===== src/rtl/lgt_pkg.sv =====
// Constants, register map and the I/O mode decoder for the link GPIO block.
// Assumes a 200 MHz core clock; the back-channel oscillator is derived from it.
package lgt_pkg;

  // Register offsets
  localparam logic [7:0] ADDR_IO0_CFG = 8'h1D;
  localparam logic [7:0] ADDR_IO12_CFG = 8'h1E;
  localparam logic [7:0] ADDR_IO3_CFG = 8'h1F;
  localparam logic [7:0] ADDR_LOC56_CFG = 8'h20;
  localparam logic [7:0] ADDR_LOC78_CFG = 8'h21;
  localparam logic [7:0] ADDR_BC_RATE = 8'h23;
  localparam logic [7:0] ADDR_PORT_SEL = 8'h34;
  localparam logic [7:0] ADDR_FAST_CH = 8'h43;
  localparam logic [7:0] ADDR_LVL_LOW = 8'h6E;
  localparam logic [7:0] ADDR_LVL_HIGH = 8'h6F;

  // Reset values
  localparam logic [7:0] RST_CFG = 8'h00;
  localparam logic [7:0] RST_BC_RATE = 8'h00;
  localparam logic [7:0] RST_PORT_SEL = 8'h00;
  localparam logic [7:0] RST_FAST_CH = 8'h00;

  // Field positions
  localparam int RATE_SEL_BIT = 6;
  localparam int HIGH_SPEED_BIT = 4;
  localparam int FIRST_PICK_BIT = 0;
  localparam int SECOND_PICK_BIT = 1;
  localparam int LVL_LOC_LSB = 5;

  // Pin configuration codes
  localparam logic [3:0] CODE_FWD_OUT = 4'h5;
  localparam logic [3:0] CODE_INPUT = 4'h3;
  localparam logic [3:0] CODE_OUT_LOW = 4'h1;
  localparam logic [3:0] CODE_OUT_HIGH = 4'h9;

  // Fast channel modes and their sample counts
  localparam logic [2:0] FAST_NORMAL = 3'h0;
  localparam logic [2:0] FAST_FOUR_PIN = 3'h3;
  localparam logic [2:0] FAST_TWO_PIN = 3'h2;
  localparam logic [2:0] FAST_ONE_PIN = 3'h1;
  localparam logic [4:0] SAMPLES_NORMAL = 5'h01;
  localparam logic [4:0] SAMPLES_FOUR_PIN = 5'h06;
  localparam logic [4:0] SAMPLES_TWO_PIN = 5'h0A;
  localparam logic [4:0] SAMPLES_ONE_PIN = 5'h0F;

  // Back-channel timing: 20 Mbps bit at divide-by-1
  localparam int CLK_PERIOD_NS = 5;
  localparam int BC_BIT_NS = 50;
  localparam int BC_BIT_CYC = (BC_BIT_NS + CLK_PERIOD_NS - 1) / CLK_PERIOD_NS;
  localparam logic [2:0] DIV_FAST = 3'h1;
  localparam logic [2:0] DIV_MID = 3'h2;
  localparam logic [2:0] DIV_SLOW = 3'h4;

  // Back-channel frame: start bit, 28 payload bits, 3 mode bits
  localparam int FRAME_BITS = 32;
  localparam int PAYLOAD_BITS = 28;
  localparam int PRI_BITS = 4;
  localparam logic [1:0] STRAP_WAIT = 2'h3;

  typedef enum logic [2:0] {IO_OFF, IO_FWD_OUT, IO_INPUT, IO_LOW, IO_HIGH} lgt_iomode_e;

  function automatic lgt_iomode_e ioDecode(input logic [3:0] code);
    unique case (code)
      CODE_FWD_OUT: ioDecode = IO_FWD_OUT;
      CODE_INPUT: ioDecode = IO_INPUT;
      CODE_OUT_LOW: ioDecode = IO_LOW;
      CODE_OUT_HIGH: ioDecode = IO_HIGH;
      default: ioDecode = IO_OFF;
    endcase
  endfunction

  function automatic logic [4:0] sampleCount(input logic [2:0] mode);
    unique case (mode)
      FAST_FOUR_PIN: sampleCount = SAMPLES_FOUR_PIN;
      FAST_TWO_PIN: sampleCount = SAMPLES_TWO_PIN;
      FAST_ONE_PIN: sampleCount = SAMPLES_ONE_PIN;
      default: sampleCount = SAMPLES_NORMAL;
    endcase
  endfunction

  function automatic logic [2:0] sampleWidth(input logic [2:0] mode);
    unique case (mode)
      FAST_TWO_PIN: sampleWidth = 3'h2;
      FAST_ONE_PIN: sampleWidth = 3'h1;
      default: sampleWidth = 3'h4;
    endcase
  endfunction

endpackage

===== src/rtl/lgt_bc_if.sv =====
// Carrier between the GPIO control logic and the back-channel framer.
// Both ends run on the core clock.
`timescale 1ns/10ps
interface lgt_bc_if;
  logic [5:0] bitCycles;
  logic [2:0] fastMode;
  logic [3:0] priLevel;
  logic [3:0] secLevel;
  logic bcBit;
  logic bcFrameStart;

  modport ctl (output bitCycles, output fastMode, output priLevel, output secLevel,
               input bcBit, input bcFrameStart);
  modport tx (input bitCycles, input fastMode, input priLevel, input secLevel,
              output bcBit, output bcFrameStart);
endinterface


===== src/rtl/lgt_bc_framer.sv =====
// Back-channel framer: samples the GPIO inputs and serialises one frame.
// Assumes the control side holds bitCycles stable and at least 1.
`timescale 1ns/10ps
module lgt_bc_framer
  import lgt_pkg::*;
(
  // Clock and reset
  input wire logic core_clk,
  input wire logic resetn,
  // Framer side of the carrier
  lgt_bc_if.tx bc
);

  logic [5:0] cycCnt_q;
  logic [4:0] bitIdx_q;
  logic [2:0] frameMode_q;
  logic [PAYLOAD_BITS-1:0] sampBuf_q;
  logic [FRAME_BITS-1:0] shift_q;
  logic bitEn;
  logic frameEnd;
  logic [4:0] slotBase;

  assign bitEn = (cycCnt_q == bc.bitCycles - 6'h01);
  assign frameEnd = bitEn && (bitIdx_q == 5'(FRAME_BITS - 1));
  assign slotBase = 5'(PRI_BITS) + 5'(bitIdx_q * 5'(sampleWidth(frameMode_q)));

  ////////////////////////////////////////////////////////////////////////////
  // Bit-rate enable from the oscillator divider
  always_ff @(posedge core_clk or negedge resetn) begin
    if (!resetn) begin
      cycCnt_q <= 6'h00;
    end else if (bitEn || cycCnt_q >= bc.bitCycles) begin
      cycCnt_q <= 6'h00;
    end else begin
      cycCnt_q <= cycCnt_q + 6'h01;
    end
  end

  always_ff @(posedge core_clk or negedge resetn) begin
    if (!resetn) begin
      bitIdx_q <= 5'h00;
    end else if (bitEn) begin
      bitIdx_q <= bitIdx_q + 5'h01;
    end
  end

  ////////////////////////////////////////////////////////////////////////////
  // Sampling: one slot per bit period at the start of the frame
  always_ff @(posedge core_clk or negedge resetn) begin
    if (!resetn) begin
      sampBuf_q <= '0;
      frameMode_q <= FAST_NORMAL;
    end else if (frameEnd) begin
      sampBuf_q <= '0;
      sampBuf_q[PRI_BITS-1:0] <= bc.priLevel;
      frameMode_q <= bc.fastMode;
    end else if (bitEn && bitIdx_q < sampleCount(frameMode_q)) begin
      for (int l = 0; l < PRI_BITS; l++) begin
        if (3'(l) < sampleWidth(frameMode_q)) begin
          sampBuf_q[slotBase + 5'(l)] <= bc.secLevel[l];
        end
      end
    end
  end

  ////////////////////////////////////////////////////////////////////////////
  // Serialiser, LSB first: start bit, payload, mode
  always_ff @(posedge core_clk or negedge resetn) begin
    if (!resetn) begin
      shift_q <= '0;
      bc.bcBit <= 1'b0;
      bc.bcFrameStart <= 1'b0;
    end else begin
      bc.bcFrameStart <= frameEnd;
      if (frameEnd) begin
        shift_q <= {frameMode_q, sampBuf_q, 1'b1};
        bc.bcBit <= 1'b1;
      end else if (bitEn) begin
        shift_q <= {1'b0, shift_q[FRAME_BITS-1:1]};
        bc.bcBit <= shift_q[1];
      end
    end
  end

endmodule


===== src/rtl/lgt_link_gpio.sv =====
// Link GPIO block of the deserializer: tunnelled, second-lane and local I/Os.
// Assumes pins and the forward link arrive asynchronously; registers are
// written by the control channel on the core clock.
`timescale 1ns/10ps
module lgt_link_gpio
  import lgt_pkg::*;
(
  // Clock and reset
  input wire logic core_clk,
  input wire logic resetn,
  // Register access from the control channel
  input wire logic regWrEn,
  input wire logic regRdEn,
  input wire logic [7:0] regAddr,
  input wire logic [7:0] regWrData,
  output logic [7:0] regRdData,
  // Forward link
  input wire logic linkClk,
  input wire logic linkTwoLane,
  input wire logic [3:0] fwdGpio,
  input wire logic [3:0] fwdSecGpio,
  input wire logic fwdVideo18,
  output logic video18Mode,
  // Back channel
  output logic bcData,
  output logic bcFrameStart,
  // Strap
  input wire logic strapSelectOne,
  // Primary GPIO pins
  input wire logic [3:0] gpioIn,
  output logic [3:0] gpioOut,
  output logic [3:0] gpioOe,
  // Second-lane GPIO pins
  input wire logic [3:0] secGpioIn,
  output logic [3:0] secGpioOut,
  output logic [3:0] secGpioOe,
  // Local I/Os 5 to 8, shared with audio inputs
  input wire logic [3:0] localIoIn,
  output logic [3:0] localIoOut,
  output logic [3:0] localIoOe,
  output logic [3:0] audioRx
);

  localparam int SYNC_W = 24;

  lgt_bc_if bc();

  logic [SYNC_W-1:0] sync1_q;
  logic [SYNC_W-1:0] sync2_q;
  logic [3:0] gpioLvl;
  logic [3:0] secLvl;
  logic [3:0] locLvl;
  logic linkClkLvl;
  logic linkClkPrev_q;
  logic linkTwoLaneLvl;
  logic strapLvl;
  logic linkRise;
  logic [3:0] fwdGpio_q;
  logic [3:0] fwdSecGpio_q;
  logic video18_q;
  logic [7:0] io0Cfg_q [2];
  logic [7:0] io12Cfg_q [2];
  logic [7:0] io3Cfg_q [2];
  logic [7:0] loc56Cfg_q;
  logic [7:0] loc78Cfg_q;
  logic [7:0] bcRate_q;
  logic [7:0] portSel_q;
  logic [7:0] fastCh_q;
  logic [1:0] strapCnt_q;
  logic strapDone_q;
  logic [7:0] rdData_q;
  logic [3:0] gpioOut_q;
  logic [3:0] gpioOe_q;
  logic [3:0] secOut_q;
  logic [3:0] secOe_q;
  logic [3:0] locOut_q;
  logic [3:0] locOe_q;
  logic [3:0] audio_q;
  logic [5:0] bitCycles_q;
  logic [3:0] priLevel_q;
  logic [3:0] secLevel_q;
  logic [3:0] priCfg [2][4];
  logic [3:0] locCfg [4];
  logic rdPort;
  logic [7:0] lvlLow;
  logic [7:0] lvlHigh;

  ////////////////////////////////////////////////////////////////////////////
  // Input synchronisers
  always_ff @(posedge core_clk or negedge resetn) begin
    if (!resetn) begin
      sync1_q <= '0;
      sync2_q <= '0;
    end else begin
      sync1_q <= {strapSelectOne, linkTwoLane, fwdVideo18, fwdSecGpio, fwdGpio, linkClk,
                  localIoIn, secGpioIn, gpioIn};
      sync2_q <= sync1_q;
    end
  end

  assign gpioLvl = sync2_q[3:0];
  assign secLvl = sync2_q[7:4];
  assign locLvl = sync2_q[11:8];
  assign linkClkLvl = sync2_q[12];
  assign linkTwoLaneLvl = sync2_q[22];
  assign strapLvl = sync2_q[23];
  assign linkRise = linkClkLvl && !linkClkPrev_q;

  ////////////////////////////////////////////////////////////////////////////
  // Forward-channel capture on link clock edges
  always_ff @(posedge core_clk or negedge resetn) begin
    if (!resetn) begin
      linkClkPrev_q <= 1'b0;
      fwdGpio_q <= 4'h0;
      fwdSecGpio_q <= 4'h0;
      video18_q <= 1'b0;
    end else begin
      linkClkPrev_q <= linkClkLvl;
      if (linkRise) begin
        fwdGpio_q <= sync2_q[16:13];
        fwdSecGpio_q <= sync2_q[20:17];
        video18_q <= sync2_q[21];
      end
    end
  end

  ////////////////////////////////////////////////////////////////////////////
  // Strap capture a few cycles after reset release
  always_ff @(posedge core_clk or negedge resetn) begin
    if (!resetn) begin
      strapCnt_q <= 2'h0;
      strapDone_q <= 1'b0;
    end else if (!strapDone_q) begin
      strapCnt_q <= strapCnt_q + 2'h1;
      strapDone_q <= (strapCnt_q == STRAP_WAIT);
    end
  end

  ////////////////////////////////////////////////////////////////////////////
  // Register writes; local and remote accesses share this port
  always_ff @(posedge core_clk or negedge resetn) begin
    if (!resetn) begin
      for (int p = 0; p < 2; p++) begin
        io0Cfg_q[p] <= RST_CFG;
        io12Cfg_q[p] <= RST_CFG;
        io3Cfg_q[p] <= RST_CFG;
      end
      loc56Cfg_q <= RST_CFG;
      loc78Cfg_q <= RST_CFG;
      bcRate_q <= RST_BC_RATE;
      portSel_q <= RST_PORT_SEL;
      fastCh_q <= RST_FAST_CH;
    end else begin
      if (!strapDone_q && strapCnt_q == STRAP_WAIT) begin
        bcRate_q[HIGH_SPEED_BIT] <= strapLvl;
      end
      if (regWrEn) begin
        for (int p = 0; p < 2; p++) begin
          if (portSel_q[p]) begin
            unique case (regAddr)
              ADDR_IO0_CFG: io0Cfg_q[p] <= regWrData;
              ADDR_IO12_CFG: io12Cfg_q[p] <= regWrData;
              ADDR_IO3_CFG: io3Cfg_q[p] <= regWrData;
              default: ;
            endcase
          end
        end
        unique case (regAddr)
          ADDR_LOC56_CFG: loc56Cfg_q <= regWrData;
          ADDR_LOC78_CFG: loc78Cfg_q <= regWrData;
          ADDR_BC_RATE: bcRate_q <= regWrData;
          ADDR_PORT_SEL: portSel_q <= regWrData;
          ADDR_FAST_CH: fastCh_q <= regWrData;
          default: ;
        endcase
      end
    end
  end

  ////////////////////////////////////////////////////////////////////////////
  // Per-pin configuration fields
  always_comb begin
    for (int p = 0; p < 2; p++) begin
      priCfg[p][0] = io0Cfg_q[p][3:0];
      priCfg[p][1] = io12Cfg_q[p][3:0];
      priCfg[p][2] = io12Cfg_q[p][7:4];
      priCfg[p][3] = io3Cfg_q[p][3:0];
    end
    locCfg[0] = loc56Cfg_q[3:0];
    locCfg[1] = loc56Cfg_q[7:4];
    locCfg[2] = loc78Cfg_q[3:0];
    locCfg[3] = loc78Cfg_q[7:4];
  end

  ////////////////////////////////////////////////////////////////////////////
  // Pin drivers
  always_ff @(posedge core_clk or negedge resetn) begin
    if (!resetn) begin
      gpioOut_q <= 4'h0;
      gpioOe_q <= 4'h0;
      secOut_q <= 4'h0;
      secOe_q <= 4'h0;
    end else begin
      for (int i = 0; i < 4; i++) begin
        unique case (ioDecode(priCfg[0][i]))
          IO_FWD_OUT: {gpioOe_q[i], gpioOut_q[i]} <= {1'b1, fwdGpio_q[i]};
          IO_LOW: {gpioOe_q[i], gpioOut_q[i]} <= 2'h2;
          IO_HIGH: {gpioOe_q[i], gpioOut_q[i]} <= 2'h3;
          default: {gpioOe_q[i], gpioOut_q[i]} <= 2'h0;
        endcase
        unique case (ioDecode(priCfg[1][i]))
          IO_FWD_OUT: {secOe_q[i], secOut_q[i]} <= {linkTwoLaneLvl, fwdSecGpio_q[i]};
          IO_LOW: {secOe_q[i], secOut_q[i]} <= 2'h2;
          IO_HIGH: {secOe_q[i], secOut_q[i]} <= 2'h3;
          default: {secOe_q[i], secOut_q[i]} <= 2'h0;
        endcase
      end
    end
  end

  always_ff @(posedge core_clk or negedge resetn) begin
    if (!resetn) begin
      locOut_q <= 4'h0;
      locOe_q <= 4'h0;
      audio_q <= 4'h0;
    end else begin
      for (int i = 0; i < 4; i++) begin
        unique case (ioDecode(locCfg[i]))
          IO_LOW: {locOe_q[i], locOut_q[i]} <= 2'h2;
          IO_HIGH: {locOe_q[i], locOut_q[i]} <= 2'h3;
          default: {locOe_q[i], locOut_q[i]} <= 2'h0;
        endcase
        // Audio is blocked only while the local code selects output low, output high or input
        audio_q[i] <= (ioDecode(locCfg[i]) inside {IO_LOW, IO_HIGH, IO_INPUT}) ? 1'b0 : locLvl[i];
      end
    end
  end

  ////////////////////////////////////////////////////////////////////////////
  // Back-channel feed; local I/Os never enter it
  always_ff @(posedge core_clk or negedge resetn) begin
    if (!resetn) begin
      bitCycles_q <= 6'(BC_BIT_CYC) * 6'(DIV_SLOW);
      priLevel_q <= 4'h0;
      secLevel_q <= 4'h0;
    end else begin
      if (bcRate_q[HIGH_SPEED_BIT]) begin
        bitCycles_q <= 6'(BC_BIT_CYC) * 6'(DIV_FAST);
      end else if (bcRate_q[RATE_SEL_BIT]) begin
        bitCycles_q <= 6'(BC_BIT_CYC) * 6'(DIV_MID);
      end else begin
        bitCycles_q <= 6'(BC_BIT_CYC) * 6'(DIV_SLOW);
      end
      for (int i = 0; i < 4; i++) begin
        priLevel_q[i] <= (ioDecode(priCfg[0][i]) == IO_INPUT) && gpioLvl[i];
        secLevel_q[i] <= linkTwoLaneLvl && (ioDecode(priCfg[1][i]) == IO_INPUT) && secLvl[i];
      end
    end
  end

  assign bc.bitCycles = bitCycles_q;
  assign bc.fastMode = fastCh_q[2:0];
  assign bc.priLevel = priLevel_q;
  assign bc.secLevel = secLevel_q;

  lgt_bc_framer u_framer (
    .core_clk(core_clk),
    .resetn(resetn),
    .bc(bc)
  );

  ////////////////////////////////////////////////////////////////////////////
  // Register reads
  assign rdPort = portSel_q[SECOND_PICK_BIT];
  assign lvlLow = {locLvl[2:0], 1'b0, rdPort ? secLvl : gpioLvl};
  assign lvlHigh = {7'h00, locLvl[3]};

  always_ff @(posedge core_clk or negedge resetn) begin
    if (!resetn) begin
      rdData_q <= 8'h00;
    end else if (regRdEn) begin
      unique case (regAddr)
        ADDR_IO0_CFG: rdData_q <= io0Cfg_q[rdPort];
        ADDR_IO12_CFG: rdData_q <= io12Cfg_q[rdPort];
        ADDR_IO3_CFG: rdData_q <= io3Cfg_q[rdPort];
        ADDR_LOC56_CFG: rdData_q <= loc56Cfg_q;
        ADDR_LOC78_CFG: rdData_q <= loc78Cfg_q;
        ADDR_BC_RATE: rdData_q <= bcRate_q;
        ADDR_PORT_SEL: rdData_q <= portSel_q;
        ADDR_FAST_CH: rdData_q <= fastCh_q;
        ADDR_LVL_LOW: rdData_q <= lvlLow;
        ADDR_LVL_HIGH: rdData_q <= lvlHigh;
        default: rdData_q <= 8'h00;
      endcase
    end
  end

  assign regRdData = rdData_q;
  assign video18Mode = video18_q;
  assign bcData = bc.bcBit;
  assign bcFrameStart = bc.bcFrameStart;
  assign gpioOut = gpioOut_q;
  assign gpioOe = gpioOe_q;
  assign secGpioOut = secOut_q;
  assign secGpioOe = secOe_q;
  assign localIoOut = locOut_q;
  assign localIoOe = locOe_q;
  assign audioRx = audio_q;

endmodule


===== config.mk =====
export PLATFORM = sky130hd
export DESIGN_NAME = lgt_link_gpio
export DESIGN_NICKNAME = d
export VERILOG_FILES = /design/src/rtl/lgt_pkg.sv /design/src/rtl/lgt_bc_if.sv /design/src/rtl/lgt_bc_framer.sv /design/src/rtl/lgt_link_gpio.sv
export SDC_FILE = /design/constraint.sdc
export NUM_CORES = 1
export LEC_CHECK = 0
export CAP_MARGIN = 20
export CORE_ASPECT_RATIO = 1.4
export CORE_UTILIZATION = 50
export CTS_BUF_LIST = sky130_fd_sc_hd__clkbuf_8 sky130_fd_sc_hd__clkbuf_16
export CTS_CLUSTER_SIZE = 10
export DETAILED_ROUTE_END_ITERATION = 10
export DONT_BUFFER_PORTS = 1
export SKIP_CTS_REPAIR_TIMING = 1
export SLEW_MARGIN = 15
export SYNTH_ARGS = -nofsm -noshare
export SYNTH_HDL_FRONTEND = slang
export SYNTH_HIERARCHICAL = 1
export SYNTH_SLANG_ARGS = --single-unit

===== constraint.sdc =====
create_clock -name core_clk -period 14.05 [get_ports core_clk]
set_clock_uncertainty 0.1 [all_clocks]
set_input_delay 4.215 -clock core_clk [delete_from_list [all_inputs] [get_ports core_clk]]
set_output_delay 4.215 -clock core_clk [all_outputs]
set_load 0.05 [all_outputs]

# --- Yosys cells after proc, flatten, opt, wreduce, memory -nomap -nowiden ---
# Cells that the tools add are included.
# Widths: inputs -> output; s select.
totals:
  in_bits: 44
  register_bits: 275
op_classes:
  n_reduce_logical: 52
  n_mux: 91
  magnitude_cmp: 15
  add_sub_neg: 8
  eq_ne: 108
  mul: 1
  bitwise_logic: 1
ops:
  columns: ["operator", "count"]
  rows:
  - ["$mux 28", 12]
  - ["$pmux 3 s4", 12]
  - ["$bwmux 28", 4]
  - ["$pmux 8 s10", 1]
  - ["$eq 3x2->1 const B", 26]
  - ["$mux 8", 9]
  - ["$mux 32", 2]
  - ["$eq 4x1->1 const B", 12]
  - ["$eq 4x2->1 const B", 12]
  - ["$eq 4x3->1 const B", 12]
  - ["$eq 4x4->1 const B", 12]
  - ["$eq 3x3->1 const B", 12]
  - ["$eq 8x6->1 const B", 4]
  - ["$eq 3x1->1 const B", 9]
  - ["$eq 8x5->1 const B", 3]
  - ["$eq 8x7->1 const B", 3]
  - ["$lt 5x6->1 const B", 4]
  - ["$mux 1", 24]
  - ["$pmux 1 s2", 12]
  - ["$demux 1 s5", 4]
  - ["$ge 5x1->1 const B", 4]
  - ["$logic_and 1x1->1", 20]
  - ["$mux 6", 3]
  - ["$reduce_and 3->1", 6]
  - ["28 further kinds", 54]

# --- Longest topological paths before layout ---
logic_depth:
  depth_word: 24
  ltp_mapped: 22
  mapped_depth_nobuf: 18

# --- Modules after synthesis ---
# The synthesis kept the hierarchy.
by_module_without_submodules:
  columns: ["module", "area_per_inst_um2", "cells_per_inst", "instances"]
  rows:
  - ["lgt_link_gpio", 7947.6, 567, 1]
  - ["lgt_bc_framer", 5741.8, 694, 1]

# --- Least setup slack after synthesis ---
# Ideal clock, no wire load.
synth_path:
  path_kind: "input to register"
  startpoint: "input port regAddr[5]"
  endpoint: "register fastCh_q[0]"
  n_path_buf: 1
  arrival_ns: 5.496
  cell_stages: 5
  setup_time_ns: 0.128
  slack_ns: 8.326
  cell_sequence: "buf_2 -> or4b_4 -> nor2_4 -> nand2_4 -> mux2_1"
synth_via:
  elab_chain_cells: 2
synth_lines:
  columns: ["element", "line", "rtl"]
  rows:
  - ["start, declared", "lgt_link_gpio.sv:14", "input wire logic [7:0] regAddr,"]
  - ["$eq 8x7->1", "lgt_link_gpio.sv:168", "unique case (regAddr)"]
  - ["$reduce_and 2->1 (no line)", null, null]
  - ["end signal, assigned", "lgt_link_gpio.sv:173", "ADDR_FAST_CH: fastCh_q <= regWrData;"]
  - ["end, declared", "lgt_link_gpio.sv:68", "logic [7:0] fastCh_q;"]
# No other way between the ends.
# A chain may end at the register's enable or synchronous reset.

# --- Worst setup path after layout ---
layout_path:
  startpoint: "register u_framer.frameMode_q[0]"
  endpoint: "register u_framer.sampBuf_q[23]"
layout_via:
  elab_chain_cells: 24
  word_cells_on_any_way: 56
  cone_classes: "add/sub: 4; mul: 1; order compare: 13; eq/ne: 3; mux: 29; reduce/logical: 6"
layout_lines:
  columns: ["element", "line", "rtl"]
  rows:
  - ["start, declared", "lgt_bc_framer.sv:16", "logic [2:0] frameMode_q;"]
  - ["start signal, assigned", "lgt_bc_framer.sv:56", "frameMode_q <= bc.fastMode;"]
  - ["parallel branches: the longest is 24 deep, another holds $lt 5x6->1", null, null]
  - ["end signal, assigned by index", "lgt_bc_framer.sv:55", "sampBuf_q[PRI_BITS-1:0] <= bc.priLevel;"]
  - ["end signal, assigned by index", "lgt_bc_framer.sv:60", "sampBuf_q[slotBase + 5'(l)] <= bc.secLevel[l];"]
  - ["end, declared", "lgt_bc_framer.sv:17", "logic [PAYLOAD_BITS-1:0] sampBuf_q;"]
# Several ways; the timed one is not identified. The select of a mux whose other input is x is not followed.

==> impl_summary.md <==
Status
The run finished with clean final reports.

Route
After detailed routing, the number of vias per cell comes to 6.16. The detail route stage leaves a number of antenna-violating nets equal to 0. The detailed-router iteration count before antenna repair is 5. The violation count after the first detailed-route iteration is 771.

The mean routed wirelength per cell is 25.3 um. The DRC violation count after routing is 0. The number of vias after detailed routing is 10002. The final wirelength is 41200 um.

STA
The minimum clock period after layout is 5.90 ns. The final hold violation count came to 0. Measured against its own limit, the worst slew margin works out to 31.5%. After routing, the total negative slack on setup checks comes to 0 ns. The final setup violation count is 0.

Setup repair after global routing left no endpoint under its margin. The worst-margin pin slew is 1.03 ns. The tightest hold margin is 0.240 ns. The final cycle utilization of the critical path is 42.0%. Based on the critical path, the design can be clocked at up to 0.169 GHz. The count of final max-slew check failures is 0.

Floorplan
The die covers 28100 um2. The core region is 26900 um2. The number of ports placed on the die boundary is 83.

Measured along the y axis, the die boundary spans 198 um. The initial utilization of the core area, before any placement, comes to 50.9%. The floorplan step set the die width to 142 um. The placement row count is 71.

Setup path
The kind of critical path is flop to flop. Of all nets on the critical path, the largest fanout is 17. The largest stage delay on the critical path is 0.83 ns. The arrival time at the worst endpoint is 6.30 ns. The nature of the critical path endpoint is a flop. The family of cells with the greatest summed delay on the critical path is adder cells. Counting stages on the worst path, the most repeated cell is sky130_fd_sc_hd__ha_1.

The required time at the endpoint of the critical path is 14.44 ns. Traced cell by cell, the critical path runs through nand2b_1 -> or2_1 -> ha_1 -> nor2_1 -> and2_1 -> fa_1 -> ha_1 -> ha_1 -> nand2b_1 -> o32ai_1 -> a22oi_1 -> nor2_1 -> a222oi_1 -> o221ai_1 -> nand2_1. The worst-case register-to-register setup slack is 8.15 ns. The cell type of the slowest stage on the worst timing path is sky130_fd_sc_hd__a22oi_1. The buffer and inverter count on the worst path is 0. The critical path launch point type is a flop.

Clocking
The clock passes through at most 3 buffers. CTS saw 272 sinks. The number of clock buffers added by TritonCTS is 31. The insertion delay of the later-clocked pin in the worst-skew pair is 0.56 ns.

TritonCTS built the clock tree. The cell chosen for the clock root is sky130_fd_sc_hd__clkbuf_16. Clock-pin slew was measured on the worst setup and hold paths at 0.06 ns. The number of H-tree branching levels is 1.

Finish
Once layout is complete, the utilization of the core stands at 55.4%. The proportion of layout cells with a drive suffix above 1 is 15.9%. The growth of design area from synthesis to finish is 8.90%.

For this run, the number of standard cells in the final layout without fillers is 1625. The finished cells cover 14900 um2. The number of antenna diodes in the final layout is 0. The net count of the finished layout is 1315.

Synth
Sorting the synthesized cells by area gives the leading types as sky130_fd_sc_hd__dfrtp_1 (49%), sky130_fd_sc_hd__mux2_2 (9.0%), sky130_fd_sc_hd__mux2i_1 (5.2%), sky130_fd_sc_hd__nand2_1 (4.1%), sky130_fd_sc_hd__o21ai_0 (2.2%). Ranked by instance count, the synthesized netlist is headed by sky130_fd_sc_hd__dfrtp_1 (270), sky130_fd_sc_hd__nand2_1 (148), sky130_fd_sc_hd__mux2_2 (110). The mean cell area of the mapped netlist is 10.9 um2.

The number of warning messages in the yosys log is 6. Synthesis instantiated 88 different standard cells from the library. The dominant register cell in the synthesized netlist is sky130_fd_sc_hd__dfrtp_1. The most common cell in the netlist is sky130_fd_sc_hd__dfrtp_1. The number of enable flip-flop cells after synthesis is 0. The area share of the leading cell type in the synthesized netlist is 49.4%.

Of all cell types, the one taking the most synthesized area is sky130_fd_sc_hd__dfrtp_1. The total of flip-flops plus latches after synthesis is 272. Of the synthesized area, sequential elements account for 49.7%. The cell area after synthesis is 13700 um2. The gate count of the mapped netlist is 1261. The share of flip-flops with an asynchronous set or reset is 100%.

Global route
Entering global routing, the biggest net connects 273 pins. The via count of the first global-routing pass is 10185. The initial antenna violation count came to 0. The wire length of the first global-routing pass is 62600 um. The total overflow reported by the global router is 0. The global-route usage over all layers is 30.2%.

Placement
The estimated wirelength of the detail-placed design is 28700 um. The final RePlAce weighted congestion is 1.04. In this run, placement finished with an instance count of 1576. The post-detailed-placement cell area is 14000 um2. Input and output buffers added on the ports amount to 0.

Power and ir drop
Summed over all cells, the static leakage comes to 6.48 nW. The power density normalized to cell area is 137 nW/um2. The maximum vdd drop is 0.0000974 V.

Flow run
Across the run, the number of max-cap violations was 0.

Min path
The path class of the tightest hold or removal check is flop to flop.
## layout by cell type (no fill, tap or decap), types with 26 or more instances in the layout
cell type / synthesis / layout
sky130_fd_sc_hd__dfrtp_1: 270 / 270
sky130_fd_sc_hd__nand2_1: 148 / 148
sky130_fd_sc_hd__mux2_2: 110 / 110
sky130_fd_sc_hd__nor2_1: 75 / 75
sky130_fd_sc_hd__mux2i_1: 71 / 71
sky130_fd_sc_hd__o21ai_0: 59 / 59
sky130_fd_sc_hd__inv_1: 38 / 50
sky130_fd_sc_hd__o22ai_1: 36 / 36
sky130_fd_sc_hd__a22oi_1: 32 / 32
sky130_fd_sc_hd__clkbuf_16: 0 / 31
sky130_fd_sc_hd__a21oi_1: 29 / 29
sky130_fd_sc_hd__nor3_1: 26 / 26
## layer usage
metal  vias to the layer above  wire (um)  GRT usage [%]
met5                         -          0              0
met4                         0       1850           14.2
li1                       4545          -              -
met2                       336      21800           55.1
met1                      5018      15600           34.6
met3                       103       1960           4.09
## metrics by stage
step                setup slack [ns]  total power [mW]
floorplan                       8.33              1.20
global placement                7.95              1.34
detailed placement              7.96              1.34
CTS                             8.16              2.05
global route                    7.79              2.14
finish                          8.15              2.04
## final cells by class
class	instances	area, um2
Clock buffer	33	803
Clock inverter	13	53.8
Fill cell	2352	12000
Inverter	40	150
Multi-Input combinational cell	886	6480
Sequential cell	272	6810
Tap cell	365	457
Timing Repair Buffer	16	151
## path summary, 6_finish.rpt
| kind | endpoint | depth (start not counted) | startpoint |
|---|---|---|---|
| max | u_framer/sampBuf_q[23] | 15 | u_framer/frameMode_q[0] |
| min | sync2_q[16] | 0 | sync1_q[16] |
| max reg2reg | u_framer/sampBuf_q[23] | 15 | u_framer/frameMode_q[0] |
| min reg2reg | sync2_q[16] | 0 | sync1_q[16] |
| max in group asynchronous | u_framer/sampBuf_q[14] | 0 | resetn |
| min in group asynchronous | u_framer/bitIdx_q[0] | 0 | resetn |
## flip-flops by register name, summed over array words and instances (netlist names), 5 cells and up
register / cells
u_framer/shift_q: 31
u_framer/sampBuf_q: 28
regRdData: 8
loc78Cfg_q: 8
portSel_q: 8
sync2_q: 24
sync1_q: 24
io3Cfg_q: 16
io12Cfg_q: 16
bcRate_q: 8
loc56Cfg_q: 8
io0Cfg_q: 16
fastCh_q: 8
u_framer/bitIdx_q: 5
u_framer/cycCnt_q: 6
## report_power, final
group	switching, mW	internal [mW]	leakage [nW]	total, mW
sequential	0.0504	0.824	3.61	0.874
clock	0.296	0.400	0.465	0.696
combinational	0.322	0.151	2.40	0.473
## cells by family after synthesis
| kind of cell | Yosys count | share of synthesized area, % |
|---|---|---|
| buffers and inverters | 104 | 3.17 |
| other | 1 | 0.0274 |
| xor gates and xnor gates | 29 | 2.36 |
| muxes | 190 | 15.0 |
| adders and majority gates | 24 | 2.30 |
| AOI/OAI and AO/OA | 253 | 12.7 |
| and+or+nand+nor | 388 | 14.7 |
| DFF | 272 | 49.7 |
## worst reg2reg max path: cells and delay by family (launching register included)
kind / cells / cell delay [ns]
AOI/OAI and AO/OA: 4 / 1.57
DFF: 1 / 0.46
and+or+nand+nor: 7 / 1.65
adders and majority gates: 4 / 2.06
Power figures use the tool's default switching activity.
